<file path="src/rtl/trmp_pkg.sv">
/*
 Constants and types shared by both ends of the token ring MAC profile link.
 Assumes a single 50 MHz system clock with a synchronous active-high reset.
*/
package trmp_pkg;

	localparam int unsigned CLK_HZ = 50000000;
	localparam int unsigned RING_BPS = 4000000;
	localparam int unsigned BYTE_CYCLES = CLK_HZ / (RING_BPS / 8);
	localparam int unsigned ADDR_W = 48;
	localparam logic [2:0] AMP_PRIORITY = 3'h7;
	localparam logic [47:0] ALL_STATIONS_ADDR = 48'hc000ffffffff;
	localparam logic [47:0] FUNC_ADDR_MASK = 48'h00007fffffff;
	localparam logic [7:0] SD_BYTE = 8'he6;
	localparam logic [7:0] ED_BYTE = 8'hfe;
	localparam logic [7:0] FC_MAC_AMP = 8'h05;
	localparam logic [7:0] FC_LLC = 8'h40;
	localparam logic [12:0] INFO_MAX = 13'h1149;
	localparam logic [12:0] INFO_MIN = 13'h0001;
	localparam logic [12:0] INFO_SUPPORT = 13'h07d0;

	localparam int unsigned TRR_US = 4000;
	localparam int unsigned THT_US = 8900;
	localparam int unsigned TQP_US = 20000;
	localparam int unsigned TVX_US = 10000;
	localparam int unsigned TNT_US = 2600;
	localparam int unsigned TAM_S = 7;
	localparam int unsigned TSM_S = 15;
	localparam int unsigned TRR_CYC = TRR_US * (CLK_HZ / 1000000);
	localparam int unsigned THT_CYC = THT_US * (CLK_HZ / 1000000);
	localparam int unsigned TQP_CYC = TQP_US * (CLK_HZ / 1000000);
	localparam int unsigned TVX_CYC = TVX_US * (CLK_HZ / 1000000);
	localparam int unsigned TNT_CYC = TNT_US * (CLK_HZ / 1000000);
	localparam int unsigned TAM_CYC = TAM_S * CLK_HZ;
	localparam int unsigned TSM_CYC = TSM_S * CLK_HZ;
	localparam int unsigned NUM_TMR = 7;
	localparam int unsigned TMR_W = 30;

	localparam logic [2:0] TMR_TRR = 3'h0;
	localparam logic [2:0] TMR_THT = 3'h1;
	localparam logic [2:0] TMR_TQP = 3'h2;
	localparam logic [2:0] TMR_TVX = 3'h3;
	localparam logic [2:0] TMR_TNT = 3'h4;
	localparam logic [2:0] TMR_TAM = 3'h5;
	localparam logic [2:0] TMR_TSM = 3'h6;

	localparam logic [3:0] REG_CTRL = 4'h0;
	localparam logic [3:0] REG_STATUS = 4'h4;
	localparam logic [3:0] REG_MASK = 4'h8;
	localparam logic [3:0] REG_GROUP_LO = 4'hc;

	localparam int unsigned ST_RX_FRAME = 0;
	localparam int unsigned ST_RX_LONG = 1;
	localparam int unsigned ST_TIMER0 = 2;
	localparam int unsigned ST_W = 9;

	typedef enum logic [3:0] {
		TRMP_IDLE, TRMP_SD, TRMP_AC, TRMP_FC, TRMP_DA, TRMP_SA, TRMP_INFO,
		TRMP_FCS, TRMP_ED, TRMP_FS
	} trmp_field_type;

endpackage

</file>
<file path="src/rtl/trmp_ring_if.sv">
/*
 Byte-wide ring link between a station MAC and the rest of the ring.
 Assumes both ends share sys_clk_i; one byte moves per valid cycle.
*/
`timescale 1ns/1ps
interface trmp_ring_if (
	input wire logic sys_clk_i
);
	logic [7:0] st_data;
	logic st_valid;
	logic st_last;
	logic [7:0] rg_data;
	logic rg_valid;
	logic rg_last;
	logic token;

	modport station (output st_data, output st_valid, output st_last,
		input rg_data, input rg_valid, input rg_last, input token);
	modport ring (input st_data, input st_valid, input st_last,
		output rg_data, output rg_valid, output rg_last, output token);
endinterface

</file>
<file path="src/rtl/trmp_station.sv">
/*
 Station end: Avalon-MM slave, seven protocol timers, frame sender and receiver.
 Assumes the ring end sends whole frames in field order at byte pace.
*/
// Chosen here: the register addresses and the Avalon-MM register port.
`timescale 1ns/1ps
module trmp_station
	import trmp_pkg::*;
(
	input wire logic sys_clk_i,
	input wire logic reset_i,
	input wire logic [3:0] avs_address_i,
	input wire logic avs_read_i,
	input wire logic avs_write_i,
	input wire logic [31:0] avs_writedata_i,
	output logic [31:0] avs_readdata_o,
	output logic avs_waitrequest_o,
	output logic irq_o,
	input wire logic [47:0] my_addr_i,
	input wire logic [47:0] group_addr_i,
	input wire logic [47:0] tx_dest_i,
	output logic [47:0] rx_src_o,
	output logic rx_accept_o,
	trmp_ring_if.station ring
);

	// ****************************************************
	// Register slave
	// ****************************************************
	logic [ST_W-1:0] status_q;
	logic [ST_W-1:0] mask_q;
	logic [2:0] ctrl_q;
	logic ack_q;
	logic [ST_W-1:0] ev;
	logic [NUM_TMR-1:0] tmr_exp;
	logic [NUM_TMR-1:0] tmr_rst;
	logic tx_busy;

	assign avs_waitrequest_o = (avs_read_i | avs_write_i) & ~ack_q;

	always_ff @(posedge sys_clk_i) begin
		if (reset_i) ack_q <= 1'b0;
		else ack_q <= (avs_read_i | avs_write_i) & ~ack_q;
	end

	always_ff @(posedge sys_clk_i) begin
		if (reset_i) begin
			ctrl_q <= 3'h0;
			mask_q <= '0;
		end else if (avs_write_i & ack_q) begin
			if (avs_address_i == REG_CTRL) ctrl_q <= avs_writedata_i[2:0];
			if (avs_address_i == REG_MASK) mask_q <= avs_writedata_i[ST_W-1:0];
		end
	end

	// Set wins over a write-one clear in the same cycle.
	always_ff @(posedge sys_clk_i) begin
		if (reset_i) status_q <= '0;
		else if (avs_write_i & ack_q & (avs_address_i == REG_STATUS))
			status_q <= (status_q & ~avs_writedata_i[ST_W-1:0]) | ev;
		else status_q <= status_q | ev;
	end

	always_ff @(posedge sys_clk_i) begin
		if (reset_i) avs_readdata_o <= 32'h0;
		else if (avs_read_i & ~ack_q) begin
			case (avs_address_i)
				REG_CTRL: avs_readdata_o <= {28'h0, tx_busy, ctrl_q};
				REG_STATUS: avs_readdata_o <= {23'h0, status_q};
				REG_MASK: avs_readdata_o <= {23'h0, mask_q};
				REG_GROUP_LO: avs_readdata_o <= my_addr_i[31:0];
				default: avs_readdata_o <= 32'h0;
			endcase
		end
	end

	assign irq_o = |(status_q & mask_q);

	// ****************************************************
	// Protocol timers
	// ****************************************************
	function automatic logic [TMR_W-1:0] tmr_len(input int unsigned idx);
		case (idx)
			0: tmr_len = TMR_W'(TRR_CYC);
			1: tmr_len = TMR_W'(THT_CYC);
			2: tmr_len = TMR_W'(TQP_CYC);
			3: tmr_len = TMR_W'(TVX_CYC);
			4: tmr_len = TMR_W'(TNT_CYC);
			5: tmr_len = TMR_W'(TAM_CYC);
			default: tmr_len = TMR_W'(TSM_CYC);
		endcase
	endfunction

	for (genvar g = 0; g < NUM_TMR; g++) begin : g_tmr
		logic [TMR_W-1:0] cnt_q;
		logic run_q;
		always_ff @(posedge sys_clk_i) begin
			if (reset_i) begin
				cnt_q <= '0;
				run_q <= 1'b0;
			end else if (tmr_rst[g]) begin
				cnt_q <= tmr_len(g) - TMR_W'(1);
				run_q <= 1'b1;
			end else if (run_q) begin
				if (cnt_q == '0) run_q <= 1'b0;
				else cnt_q <= cnt_q - TMR_W'(1);
			end
		end
		assign tmr_exp[g] = run_q & (cnt_q == '0);
	end

	// ****************************************************
	// Receiver
	// ****************************************************
	trmp_field_type rx_st_q;
	logic [3:0] rx_n_q;
	logic [12:0] rx_len_q;
	logic [47:0] rx_da_q;
	logic rx_long_q;
	logic rx_end;
	logic rx_match;

	function automatic logic addr_hit(input logic [47:0] da, input logic [47:0] me,
		input logic [47:0] grp, input logic grp_en);
		addr_hit = (da == me) || (da == ALL_STATIONS_ADDR)
			|| (grp_en && da == grp)
			|| (da[47:31] == 17'h18001 && |(da[30:0] & me[30:0]));
	endfunction

	assign rx_end = ring.rg_valid & ring.rg_last;
	assign rx_match = addr_hit(rx_da_q, my_addr_i, group_addr_i, ctrl_q[1]);

	always_ff @(posedge sys_clk_i) begin
		if (reset_i) begin
			rx_st_q <= TRMP_IDLE;
			rx_n_q <= 4'h0;
			rx_len_q <= 13'h0;
			rx_da_q <= 48'h0;
			rx_src_o <= 48'h0;
			rx_long_q <= 1'b0;
		end else if (ring.rg_valid) begin
			rx_n_q <= rx_n_q + 4'h1;
			case (rx_st_q)
				TRMP_IDLE: begin
					rx_st_q <= (ring.rg_data == SD_BYTE) ? TRMP_AC : TRMP_IDLE;
					rx_len_q <= 13'h0;
					rx_long_q <= 1'b0;
				end
				TRMP_AC: rx_st_q <= TRMP_FC;
				TRMP_FC: begin
					rx_st_q <= TRMP_DA;
					rx_n_q <= 4'h0;
				end
				TRMP_DA: begin
					rx_da_q <= {rx_da_q[39:0], ring.rg_data};
					if (rx_n_q == 4'h5) begin
						rx_st_q <= TRMP_SA;
						rx_n_q <= 4'h0;
					end
				end
				TRMP_SA: begin
					rx_src_o <= {rx_src_o[39:0], ring.rg_data};
					if (rx_n_q == 4'h5) rx_st_q <= TRMP_INFO;
				end
				TRMP_INFO: begin
					if (rx_len_q != 13'h1fff) rx_len_q <= rx_len_q + 13'h1;
					if (rx_len_q >= INFO_MAX + 13'h5) rx_long_q <= 1'b1;
				end
				default: rx_st_q <= TRMP_IDLE;
			endcase
			if (ring.rg_last) rx_st_q <= TRMP_IDLE;
		end
	end

	// At the status byte the count holds the info bytes plus FCS and ED (5 bytes).
	always_ff @(posedge sys_clk_i) begin
		if (reset_i) rx_accept_o <= 1'b0;
		else rx_accept_o <= rx_end && rx_st_q == TRMP_INFO && rx_match && !rx_long_q
			&& rx_len_q >= INFO_MIN + 13'h5;
	end

	// ****************************************************
	// Transmitter
	// ****************************************************
	trmp_field_type tx_st_q;
	logic [3:0] tx_n_q;
	logic [6:0] tx_div_q;
	logic [7:0] tx_data;
	logic tick;
	logic tht_run_q;

	assign tick = (tx_div_q == 7'h0);
	assign tx_busy = (tx_st_q != TRMP_IDLE);

	always_ff @(posedge sys_clk_i) begin
		if (reset_i) tx_div_q <= 7'h0;
		else if (tick) tx_div_q <= 7'(BYTE_CYCLES - 1);
		else tx_div_q <= tx_div_q - 7'h1;
	end

	always_comb begin
		case (tx_st_q)
			TRMP_SD: tx_data = SD_BYTE;
			TRMP_AC: tx_data = {AMP_PRIORITY, 5'h10};
			TRMP_FC: tx_data = FC_MAC_AMP;
			TRMP_DA: tx_data = ALL_STATIONS_ADDR[47 - 8 * tx_n_q -: 8];
			TRMP_SA: tx_data = my_addr_i[47 - 8 * tx_n_q -: 8];
			TRMP_INFO: tx_data = 8'h00;
			TRMP_FCS: tx_data = 8'h00;
			TRMP_ED: tx_data = ED_BYTE;
			TRMP_FS: tx_data = 8'h00;
			default: tx_data = 8'h00;
		endcase
	end

	always_ff @(posedge sys_clk_i) begin
		if (reset_i) begin
			tx_st_q <= TRMP_IDLE;
			tx_n_q <= 4'h0;
			ring.st_data <= 8'h0;
			ring.st_valid <= 1'b0;
			ring.st_last <= 1'b0;
		end else begin
			ring.st_valid <= tick & tx_busy;
			ring.st_data <= tx_data;
			ring.st_last <= tick & (tx_st_q == TRMP_FS);
			if (tick) begin
				tx_n_q <= tx_n_q + 4'h1;
				case (tx_st_q)
					TRMP_IDLE: if (ctrl_q[0] && ring.token && !tmr_exp[TMR_THT]
						&& tht_run_q) tx_st_q <= TRMP_SD;
					TRMP_SD: tx_st_q <= TRMP_AC;
					TRMP_AC: tx_st_q <= TRMP_FC;
					TRMP_FC: begin
						tx_st_q <= TRMP_DA;
						tx_n_q <= 4'h0;
					end
					TRMP_DA: if (tx_n_q == 4'h5) begin
						tx_st_q <= TRMP_SA;
						tx_n_q <= 4'h0;
					end
					TRMP_SA: if (tx_n_q == 4'h5) begin
						tx_st_q <= TRMP_INFO;
						tx_n_q <= 4'h0;
					end
					TRMP_INFO: if (tx_n_q == 4'h1) begin
						tx_st_q <= TRMP_FCS;
						tx_n_q <= 4'h0;
					end
					TRMP_FCS: if (tx_n_q == 4'h3) tx_st_q <= TRMP_ED;
					TRMP_ED: tx_st_q <= TRMP_FS;
					default: tx_st_q <= TRMP_IDLE;
				endcase
				if (tx_st_q == TRMP_IDLE) tx_n_q <= 4'h0;
			end
		end
	end

	// Token hold window opens when the token arrives and closes on expiry.
	always_ff @(posedge sys_clk_i) begin
		if (reset_i) tht_run_q <= 1'b0;
		else if (tmr_exp[TMR_THT]) tht_run_q <= 1'b0;
		else if (ring.token && !tht_run_q && !tx_busy) tht_run_q <= 1'b1;
		else if (!ring.token && !tx_busy) tht_run_q <= 1'b0;
	end

	// ****************************************************
	// Timer restarts and events
	// ****************************************************
	always_comb begin
		tmr_rst = '0;
		tmr_rst[TMR_THT] = ring.token & ~tht_run_q & ~tx_busy;
		tmr_rst[TMR_TRR] = ring.st_last | tmr_exp[TMR_TRR];
		tmr_rst[TMR_TVX] = rx_end | tmr_exp[TMR_TVX];
		tmr_rst[TMR_TNT] = ring.token | tmr_exp[TMR_TNT];
		tmr_rst[TMR_TQP] = (ctrl_q[0] & ~tx_busy & ~tmr_exp[TMR_TQP]) == 1'b0 ? 1'b0
			: ~(g_tmr[TMR_TQP].run_q);
		tmr_rst[TMR_TAM] = ctrl_q[2] & ~g_tmr[TMR_TAM].run_q;
		tmr_rst[TMR_TSM] = ~ctrl_q[2] & ~g_tmr[TMR_TSM].run_q;
		ev = '0;
		ev[ST_RX_FRAME] = rx_accept_o;
		ev[ST_RX_LONG] = rx_end & rx_long_q;
		ev[ST_W-1:ST_TIMER0] = tmr_exp;
	end

endmodule
</file>
<file path="src/flat_wrapper.sv">
// flat-port wrapper written by rule: the top's interface ports become plain ports
module trmp_station_flat import trmp_pkg::*;
  (sys_clk_i, reset_i, avs_address_i, avs_read_i, avs_write_i, avs_writedata_i, avs_readdata_o, avs_waitrequest_o, irq_o, my_addr_i, group_addr_i, tx_dest_i, rx_src_o, rx_accept_o, ring_st_data, ring_st_valid, ring_st_last, ring_rg_data, ring_rg_valid, ring_rg_last, ring_token);
  trmp_ring_if ring_i (.sys_clk_i(sys_clk_i));
  input wire logic sys_clk_i;
  input wire logic reset_i;
  input wire logic [3:0] avs_address_i;
  input wire logic avs_read_i;
  input wire logic avs_write_i;
  input wire logic [31:0] avs_writedata_i;
  output logic [31:0] avs_readdata_o;
  output logic avs_waitrequest_o;
  output logic irq_o;
  input wire logic [47:0] my_addr_i;
  input wire logic [47:0] group_addr_i;
  input wire logic [47:0] tx_dest_i;
  output logic [47:0] rx_src_o;
  output logic rx_accept_o;
  output wire logic [$bits(ring_i.st_data)-1:0] ring_st_data;
  output wire logic [$bits(ring_i.st_valid)-1:0] ring_st_valid;
  output wire logic [$bits(ring_i.st_last)-1:0] ring_st_last;
  input wire logic [$bits(ring_i.rg_data)-1:0] ring_rg_data;
  input wire logic [$bits(ring_i.rg_valid)-1:0] ring_rg_valid;
  input wire logic [$bits(ring_i.rg_last)-1:0] ring_rg_last;
  input wire logic [$bits(ring_i.token)-1:0] ring_token;
  assign ring_st_data = ring_i.st_data;
  assign ring_st_valid = ring_i.st_valid;
  assign ring_st_last = ring_i.st_last;
  assign ring_i.rg_data = ring_rg_data;
  assign ring_i.rg_valid = ring_rg_valid;
  assign ring_i.rg_last = ring_rg_last;
  assign ring_i.token = ring_token;
  trmp_station u_core (.sys_clk_i(sys_clk_i), .reset_i(reset_i), .avs_address_i(avs_address_i), .avs_read_i(avs_read_i), .avs_write_i(avs_write_i), .avs_writedata_i(avs_writedata_i), .avs_readdata_o(avs_readdata_o), .avs_waitrequest_o(avs_waitrequest_o), .irq_o(irq_o), .my_addr_i(my_addr_i), .group_addr_i(group_addr_i), .tx_dest_i(tx_dest_i), .rx_src_o(rx_src_o), .rx_accept_o(rx_accept_o), .ring(ring_i));
endmodule
</file>
<file path="config.mk">
export PLATFORM = sky130hd
export DESIGN_NAME = trmp_station_flat
export DESIGN_NICKNAME = d
export VERILOG_FILES = /design/src/rtl/trmp_pkg.sv /design/src/rtl/trmp_ring_if.sv /design/src/rtl/trmp_station.sv /design/src/flat_wrapper.sv
export SDC_FILE = /design/constraint.sdc
export NUM_CORES = 1
export LEC_CHECK = 0
export BUFFER_PORTS_ARGS = -buffer_cell sky130_fd_sc_hd__buf_4
export CORE_UTILIZATION = 40
export DETAILED_ROUTE_END_ITERATION = 6
export GPL_TIMING_DRIVEN = 0
export PLACE_DENSITY = 0.68
export SLEW_MARGIN = 10
export SYNTH_ARGS = -nofsm -noshare
export SYNTH_HDL_FRONTEND = slang
export SYNTH_SLANG_ARGS = --single-unit
export TNS_END_PERCENT = 1
</file>
<file path="constraint.sdc">
create_clock -name sys_clk_i -period 2.8 [get_ports sys_clk_i]
set_clock_uncertainty 0.2 [all_clocks]
set_input_delay 0.7 -clock sys_clk_i [delete_from_list [all_inputs] [get_ports sys_clk_i]]
set_output_delay 0.7 -clock sys_clk_i [all_outputs]
set_load 0.03 [all_outputs]
</file>
; Word-level counts from Yosys, hierarchy flattened
; Index checks and enable logic that the tools add are counted.
[classes]
add_sub_neg = 12
order_cmp = 2
eq_ne = 44
shifts = 2
mux = 70
n_bitwise = 46
n_reduce_logical = 75
[op_table]
columns = cell, count
row1 = $logic_not A30 Y1, 7
row2 = $sub A30 B1 Y30 const B, 7
row3 = $pmux W32 S4, 1
row4 = $mux W19, 6
row5 = $eq A48 B48 Y1, 2
row6 = $mux W30, 3
row7 = $mux W29, 3
row8 = $mux W20, 3
row9 = $shiftx A55 B33 Y8, 1
row10 = $shiftx A55 B33 Y8 const A, 1
row11 = $mux W18, 3
row12 = $mux W17, 3
row13 = $eq A48 B48 Y1 const B, 1
row14 = $mux W4, 12
row15 = $pmux W8 S6, 1
row16 = $eq A4 B3 Y1 const B, 10
row17 = $pmux W4 S9, 1
row18 = $reduce_and A2 Y1, 18
row19 = $and A31 B31 Y31, 1
row20 = $reduce_or A31 Y1, 1
row21 = $ne A2 B1 Y1 const B, 14
row22 = $pmux W13 S2, 1
row23 = $mux W1, 25
row24 = $pmux W4 S6, 1
row25 = other kinds (39), 125
[totals]
regBits = 416
out_inout_bits = 93
word_cells = 292

; Logic depth before layout (Yosys ltp)
; Gate-level depths: netlist (run 1).
[depth]
word_depth = 7
depth_mapped = 9
mapped_depth_nobuf = 8

; Worst setup path after synthesis (run 1)
; Ideal clock, no wire load.
[synth_path]
kind = input port to flip-flop
startpoint = in avs_read_i
endpoint = reg u_core.avs_readdata_o[19]
setup_time_ns = 0.065
t_arrival_ns = 2.275
t_required_ns = 2.535
setup_slack_ns = 0.260
stages = 8
path_buffers = 3
cell_sequence = nand2b_1 -> clkbuf_1 -> nor3_1 -> and3_1 -> clkbuf_1 -> clkbuf_1 -> a22oi_1 -> nor2_1
[synth_between]
elab_chain_len = 1
[synth_rtl]
columns = item, line
row1 = start: declaration, flat_wrapper.sv:8  ; input wire logic avs_read_i;
row2 = $and A1 B1 Y1, trmp_station.sv:66  ; else if (avs_read_i & ~ack_q) begin
row3 = end signal: assignment, trmp_station.sv:68  ; REG_CTRL: avs_readdata_o <= {28'h0, tx_busy, ctrl_q};
row4 = end signal: assignment, trmp_station.sv:69  ; REG_STATUS: avs_readdata_o <= {23'h0, status_q};
row5 = end signal: assignment, trmp_station.sv:70  ; REG_MASK: avs_readdata_o <= {23'h0, mask_q};
row6 = end: declaration, trmp_station.sv:16  ; output logic [31:0] avs_readdata_o,
; No other way between the ends.
; A chain may end at the register's enable or synchronous reset.

; Worst setup path after layout (run 1)
[layout_path]
startpoint = reg u_core.tx_n_q[0]
endpoint = reg u_core.ring.st_data[5]
[layout_between]
elab_chain_len = 3
elab_cells_between_ends = 4
[layout_rtl]
columns = item, line
row1 = start: declaration, trmp_station.sv:186  ; logic [3:0] tx_n_q;
row2 = start signal: assignment, trmp_station.sv:228  ; tx_n_q <= tx_n_q + 4'h1;
row3 = $sub A6 B7 Y8 *, "trmp_station.sv:206, trmp_station.sv:207"
row4 = "$shiftx A55 B33 Y8, on equally long branches", "trmp_station.sv:207, trmp_station.sv:206"
row5 = $pmux W8 S6 *, trmp_station.sv:202  ; case (tx_st_q)
row6 = end signal: assignment, trmp_station.sv:225  ; ring.st_data <= tx_data;
row7 = end: declaration, trmp_ring_if.sv:17  ; modport station (output st_data, output st_valid, output st_last,
; Every way passes the cells marked *; elsewhere a longest branch is shown, timed or not.

==> results.md, run 1 <==
* Leak pwr at about 9.1 nW
* CP max FO at 10
* Post-Syn Instances at between 2000 and 2500
* Worst setup EP type: flop
* DP Worst Slack at -0.7034 ns
* Die height at around 230 um
* CTS tree: yes
* CTS clk-pin slew, worst paths at ~0.070 ns
* Switching Share at between 20% and 30%
* RSZ-0062 raised after global routing: yes
* CP arrival at 3.06 ns
* Vias per cell at around 5.7
* Final Worst Setup Slack at -0.04516 ns
* I/O Buffers at ~210
* Area Growth Syn to Fin at 21.11%
* Synthesized area per cell at ~8.4 um^2
* Cell Rows at between 80 and 90
* Failing checks: negative setup slack
* Total track usage at 24.10%
* Seq/Total Area, Yosys at around 41%
* Max-slew violations at 0
* Most frequent cells in the layout: 415 x dfxtp_1, 301 x nand2_1, 293 x nor2_1, 217 x a21oi_1, 217 x buf_4
* Post-DP HPWL at roughly 48 mm
* Ys flop type: dfxtp_1
* Final worst path period need at about 2.8 ns
* Routed Antenna Nets at 0
* Die X at ~230 um
* Global-route wire length before repair at 98.84 mm
* Min-delay worst type: input pin to flop
* Vias at 19410
* Final setup violation count at 1
* Worst path required time at roughly 3 ns
* Initial core utilization at 40.52%
* CP Launch Type: flop
* Post-synthesis cell type count at 90
* CTS Buf Count at 45
* DRT Pass-1 Iters at 6
* Synth warnings at 0
* Sw power at approximately 0.0036 W
* Routability cong. at between 0.9 and 1
* Skew-Pair Late Insertion Delay at a little under 0.6 ns
* Fmax at about 350 MHz
* Register bit total from synthesis at approximately 420
* WL/cell at between 15 and 20 um
* H-tree level count at 2
* Post-CTS setup buffer count at 0
* Worst-Margin Slew at 1.172 ns
* Clk pwr share at a little under half
* Status: finished, violations left
* Cell area power density at around 580 nW/um^2
* Num ports at about 290
* Max rail drop VDD at 0.0004461 V
* Final wirelength at around 64 mm
* WHS at 0.1763 ns
* DRC viols at 0
* Clock tree buffer depth at 3
* Register share of total power at between 40% and 50%
* Total power at between 0.01 and 0.015 W
* Crit path kind: flop to flop
* Root buffer cell: clkbuf_16
* Area of the core at between 50000 and 60000 um^2
* P_int at around 0.011 W
* Initial antenna violation count at 2
* Die ar. at between 50000 and 60000 um^2
* Net count after synthesis at around 2700
* Number of max-cap violations at 0
* Starting DRT DRC Count at approximately 1700
* GRT overflow at 0
* Fraction of layout cells with a size suffix above 1 at 14.07%
* Post-synth EDFFs at 0
* NumNets Final at between 2000 and 3000
* Most common cell after layout, fill and taps aside: dfxtp_1
* Largest net degree at the start of global routing at 15
* Worst slew margin at a little over a fifth
* Ys async rst share at 0%
* Clk sinks at a little over 400
* Final worst-path cycle share at 101.6%
* Fillers at 4741
* Vias in the first global route at around 18000
* Cell area after synthesis at 20290 um^2
* Combinational fraction of design power at under 10%
* Final Hold Viols at 0
## synth_stat cells (5+ instances only)
cell | number | share of area (%)
a311oi_1 | 16 | 0.69
buf_1 | 11 | 0.20
o211ai_1 | 10 | 0.37
dfxtp_1 | 415 | 41
buf_2 | 5 | 0.12
nand4b_1 | 6 | 0.26
nand2b_1 | 11 | 0.34
mux2i_1 | 28 | 1.4
a211oi_1 | 21 | 0.78
inv_1 | 40 | 0.74
or4_1 | 18 | 0.67
xnor2_1 | 129 | 5.6
nand2_1 | 302 | 5.6
and2_1 | 17 | 0.52
a22oi_1 | 43 | 1.6
nor3b_1 | 13 | 0.48
clkbuf_1 | 94 | 1.7
or4_4 | 5 | 0.28
xor2_1 | 93 | 4.0
nor2b_1 | 21 | 0.65
o22ai_1 | 9 | 0.28
nand4_1 | 53 | 1.6
nor3_1 | 88 | 2.2
a31oi_1 | 13 | 0.40
nor4b_1 | 12 | 0.52
o31ai_1 | 11 | 0.41
nor4_1 | 100 | 3.1
nand3b_1 | 14 | 0.52
o21a_1 | 8 | 0.30
nor2_1 | 293 | 5.4
o21ai_0 | 35 | 0.86
a22o_1 | 9 | 0.39
and4_1 | 6 | 0.26
ha_1 | 54 | 3.3
a21oi_1 | 217 | 5.4
or2_2 | 12 | 0.37
and3_1 | 15 | 0.46
mux2_2 | 8 | 0.44
or3_1 | 35 | 1.1
nand3_1 | 47 | 1.2
## layer usage
layer | vias up | GRT usage [%] | wire length [um]
met5 | - | 0 | 14
met3 | 130 | 5.808 | 5323
li1 | 9173 | - | -
met1 | 9330 | 31.09 | 27400
met4 | 2 | 8.097 | 1821
met2 | 778 | 39.25 | 29770
## worst paths after layout
| path | startpoint | endpoint | slack [ns] | cells after the start |
|---|---|---|---|---|
| max | u_core.tx_n_q[0] | u_core.ring.st_data[5] | -0.05 | 6 |
| min | my_addr_i[28] | u_core.avs_readdata_o[28] | 0.18 | 3 |
| max reg2reg | u_core.tx_n_q[0] | u_core.ring.st_data[5] | -0.05 | 6 |
| min reg2reg | u_core.rx_src_o[40] | u_core.rx_src_o[40] | 0.27 | 2 |
## power groups by stage
stage          Sequential, W  Clock (W)  Combinational (W)
2_1_floorplan        0.00629          0           0.000825
3_3_place_gp         0.00631          0            0.00127
3_5_place_dp         0.00632          0            0.00131
4_1_cts              0.00619    0.00664            0.00132
5_1_grt              0.00622    0.00690            0.00149
6_report             0.00621    0.00657            0.00137
## cells by family after synthesis
group           count (synthesis)  share of synthesized area [%]
simple gates                 1095                          27.06
compound gates                442                          13.75
flops                         415                          40.95
xor+xnor                      222                          9.585
buf+inv                       157                          3.047
fa+ha+maj                      54                          3.331
mux                            40                          2.270
## stage by stage
stage	instances	util (%)	cell area, um^2	setup TNS, ns
3_5_place_dp	3310	45.39	22730	-79.76
3_3_place_gp	3310	45.39	22730	-81.81
4_1_cts	3394	48.73	24400	0
6_report	3395	49.07	24570	-0.04516
2_1_floorplan	2425	-	20290	0
5_1_grt	3394	49.07	24570	-0.6736
## final cells by class
cell class / instances / area, um^2 / share of cell area (%)
diodes: 1 / 2.502 / 0.01019
plain buffers: 114 / 469.2 / 1.910
clock buffers: 62 / 1333 / 5.424
clock inverters: 22 / 302.8 / 1.232
inverters: 43 / 161.4 / 0.6570
multi-input cells: 1853 / 11550 / 47.02
flip-flops and latches: 415 / 8308 / 33.82
well taps: 672 / 840.8 / 3.422
repair buffers: 213 / 1599 / 6.508
## flip-flops by register name, indices dropped and copies added, names as in the netlist, 4 cells and up
signal and cells:
u_core.tx_n_q 4, u_core.rx_da_q 48, u_core.status_q 9, u_core.rx_n_q 4, u_core.ring.st_data 8, u_core.tx_div_q 7
u_core.g_tmr.run_q 7, u_core.mask_q 9, u_core.rx_src_o 48, u_core.g_tmr.cnt_q 210, u_core.rx_len_q 13, u_core.tx_st_q 4
u_core.avs_readdata_o 32
## critical path, stage by stage (launching register included)
cell	delay [ns]
dfxtp_1	0.38
clkbuf_1	0.51
buf_2	0.43
mux2i_1	0.15
a22oi_1	0.26
o21ai_0	0.11
a211oi_1	0.62
## repair_timing
item	in CTS	in global routing
gates resized for setup	9	33
hold buffers	0	0
pin swaps	0	3
endpoints found under the setup margin	79	134
No activity file was read; power rests on OpenSTA's default activity.
==> inputs of run 2 (changes only) <==
--- a/config.mk
+++ b/config.mk
@@ -6,10 +6,10 @@
 export NUM_CORES = 1
 export LEC_CHECK = 0
 export BUFFER_PORTS_ARGS = -buffer_cell sky130_fd_sc_hd__buf_4
-export CORE_UTILIZATION = 40
+export CORE_UTILIZATION = 25
 export DETAILED_ROUTE_END_ITERATION = 6
 export GPL_TIMING_DRIVEN = 0
-export PLACE_DENSITY = 0.68
+export PLACE_DENSITY = 0.5
 export SLEW_MARGIN = 10
 export SYNTH_ARGS = -nofsm -noshare
 export SYNTH_HDL_FRONTEND = slang
==> run 2 against run 1 <==
The run now ends clean. First-iteration DRC count fell by 22%. Cell count grew 11%. Non-clock buffer count stayed put. Critical endpoint is now u_core.rx_accept_o. Largest power group unchanged. Worst setup slack better by 0.13 ns. Combinational power about the same. Power fell by 1.0%. Fmax up 4.6%. Critical path depth rose by 1. Clock power is 2% lower. Utilization fell by 18 points.
==> results.md, run 2 (synthesis gave the netlist of run 1 again) <==
* Status: complete, no violations
* Starting DRT DRC Count at ~1300
* Final worst-path cycle share at 97.10%
* Area Growth Syn to Fin at 23.68%
* DRT Pass-1 Iters at 6
* I/O Buffers at around 210
* Cell Rows at between 100 and 150
* Vias per cell at about 4.9
* CP arrival at 3.04 ns
* Worst path required time at between 3 and 4 ns
* Final Hold Viols at 0
* CTS tree: yes
* RSZ-0062 raised after global routing: yes
* Top reg by flops: u_core.g_tmr.cnt_q
* Placed cells at 3698
* Fillers at approximately 8700
* Skew-Pair Late Insertion Delay at around 0.59 ns
* GRT overflow at 0
* Crit path kind: flop to flop
* Setup TNS Final at 0 ns
* Die ar. at about 80000 um^2
* Fmax at 367.8 MHz
* Largest net degree at the start of global routing at 13
* Max rail drop VDD at between 0.0003 and 0.0004 V
* Final worst path period need at approximately 2.7 ns
* Most common cell after layout, fill and taps aside: dfxtp_1
* Design area at approximately 25000 um^2
* Min-delay worst type: input pin to flop
* Reg area at roughly 8300 um^2
* CTS Buf Count at 47
* Worst slew margin at 34.94%
* Leak pwr at a little over 9 nW
* Dpl cell area at 23220 um^2
* Die height at 286.9 um
* Number of max-cap violations at 0
* DRC viols at 0
* Most frequent cells in the layout: 415 x dfxtp_1, 299 x nand2_1, 292 x nor2_1, 217 x a21oi_1, 216 x buf_4
* Routed Antenna Nets at 0
* Worst setup EP type: flop
* Max-slew violations at 0
* CTS clk-pin slew, worst paths at 0.06 ns
* Initial antenna violation count at 6
* Cell area power density at roughly 560 nW/um^2
* Clk sinks at 415
* Vias in the first global route at ~18000
* Area of the core at ~80000 um^2
* Worst-Margin Slew at ~0.97 ns
* CP Launch Type: flop
* Post-DP HPWL at 53.78 mm
* Root buffer cell: clkbuf_16
* Vias at ~19000
* Num ports at ~290
* Fraction of layout cells with a size suffix above 1 at approximately 15%
* Die X at 286.9 um
* Biggest regs: u_core.g_tmr.cnt_q (210), u_core.rx_da_q (48), u_core.rx_src_o (48)
* Fin cells at around 3800
* WL/cell at roughly 19 um
* NumNets Final at about 2900
* Routability cong. at about 0.84
* Global-route wire length before repair at approximately 110 mm
* Final setup violation count at 0
* Initial core utilization at around a quarter
* CP max FO at 6
* Clock tree buffer depth at 3
* Max reg flops at between 200 and 250
* H-tree level count at 2
* Final wirelength at around 71 mm
* Total track usage at 16.76%
* Area of the multi-input gates at ~12000 um^2
run 2: changes by cell type in the layout (fill, tap and decap cells not counted), moves of 2 or more:
cell       delta
nor4_1        -3
bufinv_16     -4
clkinv_4      -2
nand2_2       +2
clkinv_2      -4
nand2_1       -2
clkbuf_1      +2
nor4_2        +3
buf_1         -2
clkbuf_2      +4
clkbuf_8      +5
run 2: per-layer routing:
layer | GRT usage (%) | vias up | part of all wire (%)
met5 | 0 | - | 0.11
met4 | 4.468 | 10 | 2.3
met3 | 4.484 | 109 | 7.5
met2 | 26.30 | 462 | 45
met1 | 22.53 | 8925 | 45
li1 | - | 9186 | -
run 2: final timing paths:
path | to | startpoint | slack, ns | cells after the start
setup / recovery | u_core.rx_accept_o | u_core.rx_da_q[21] | 0.08 | 7
hold / removal | u_core.mask_q[6] | avs_writedata_i[6] | 0.16 | 3
setup reg to reg | u_core.rx_accept_o | u_core.rx_da_q[21] | 0.08 | 7
hold reg to reg | u_core.rx_src_o[45] | u_core.rx_src_o[45] | 0.26 | 2
run 2: metrics by stage:
step,hold WS (ns),power (W),worst slack (ns),util [%]
6_report,0.1637,0.01399,0.08107,31.20
4_1_cts,0.1331,0.01413,0.004598,30.95
3_3_place_gp,0.2450,0.007661,-0.9447,28.86
2_1_floorplan,0.2229,0.007115,0.2598,-
5_1_grt,0.1475,0.01454,-0.1629,31.20
3_5_place_dp,0.2502,0.007661,-0.8950,28.88
run 2: report_power, final:
group	leakage, nW	switching, W	internal, W
sequential	3.36	0.000150	0.00605
clock	0.788	0.00260	0.00381
combinational	4.98	0.000849	0.000531
run 2: final cells by class:
type | count | share of cell area, %
Antenna cell | 1 | 0.009974
Buffer | 114 | 1.920
Clock buffer | 73 | 5.760
Clock inverter | 11 | 0.5785
Inverter | 43 | 0.6583
Multi-Input combinational cell | 1853 | 46.30
Sequential cell | 415 | 33.11
Tap cell | 1060 | 5.286
Timing Repair Buffer | 213 | 6.373
run 2: what timing repair did:
item,CTS,global route
setup buffers,0,0
gates resized for setup,16,47
endpoints found under the setup margin,92,170
hold buffers,0,0
pin swaps,0,2
run 2: critical path, cell delays in order (launching register included):
cell and delay [ns]:
dfxtp_1 0.47, ha_1 0.29, nor4_1 0.49, nand4_1 0.19, nor4_1 0.54, nand4_1 0.14, o41ai_1 0.12, o21ba_2 0.22
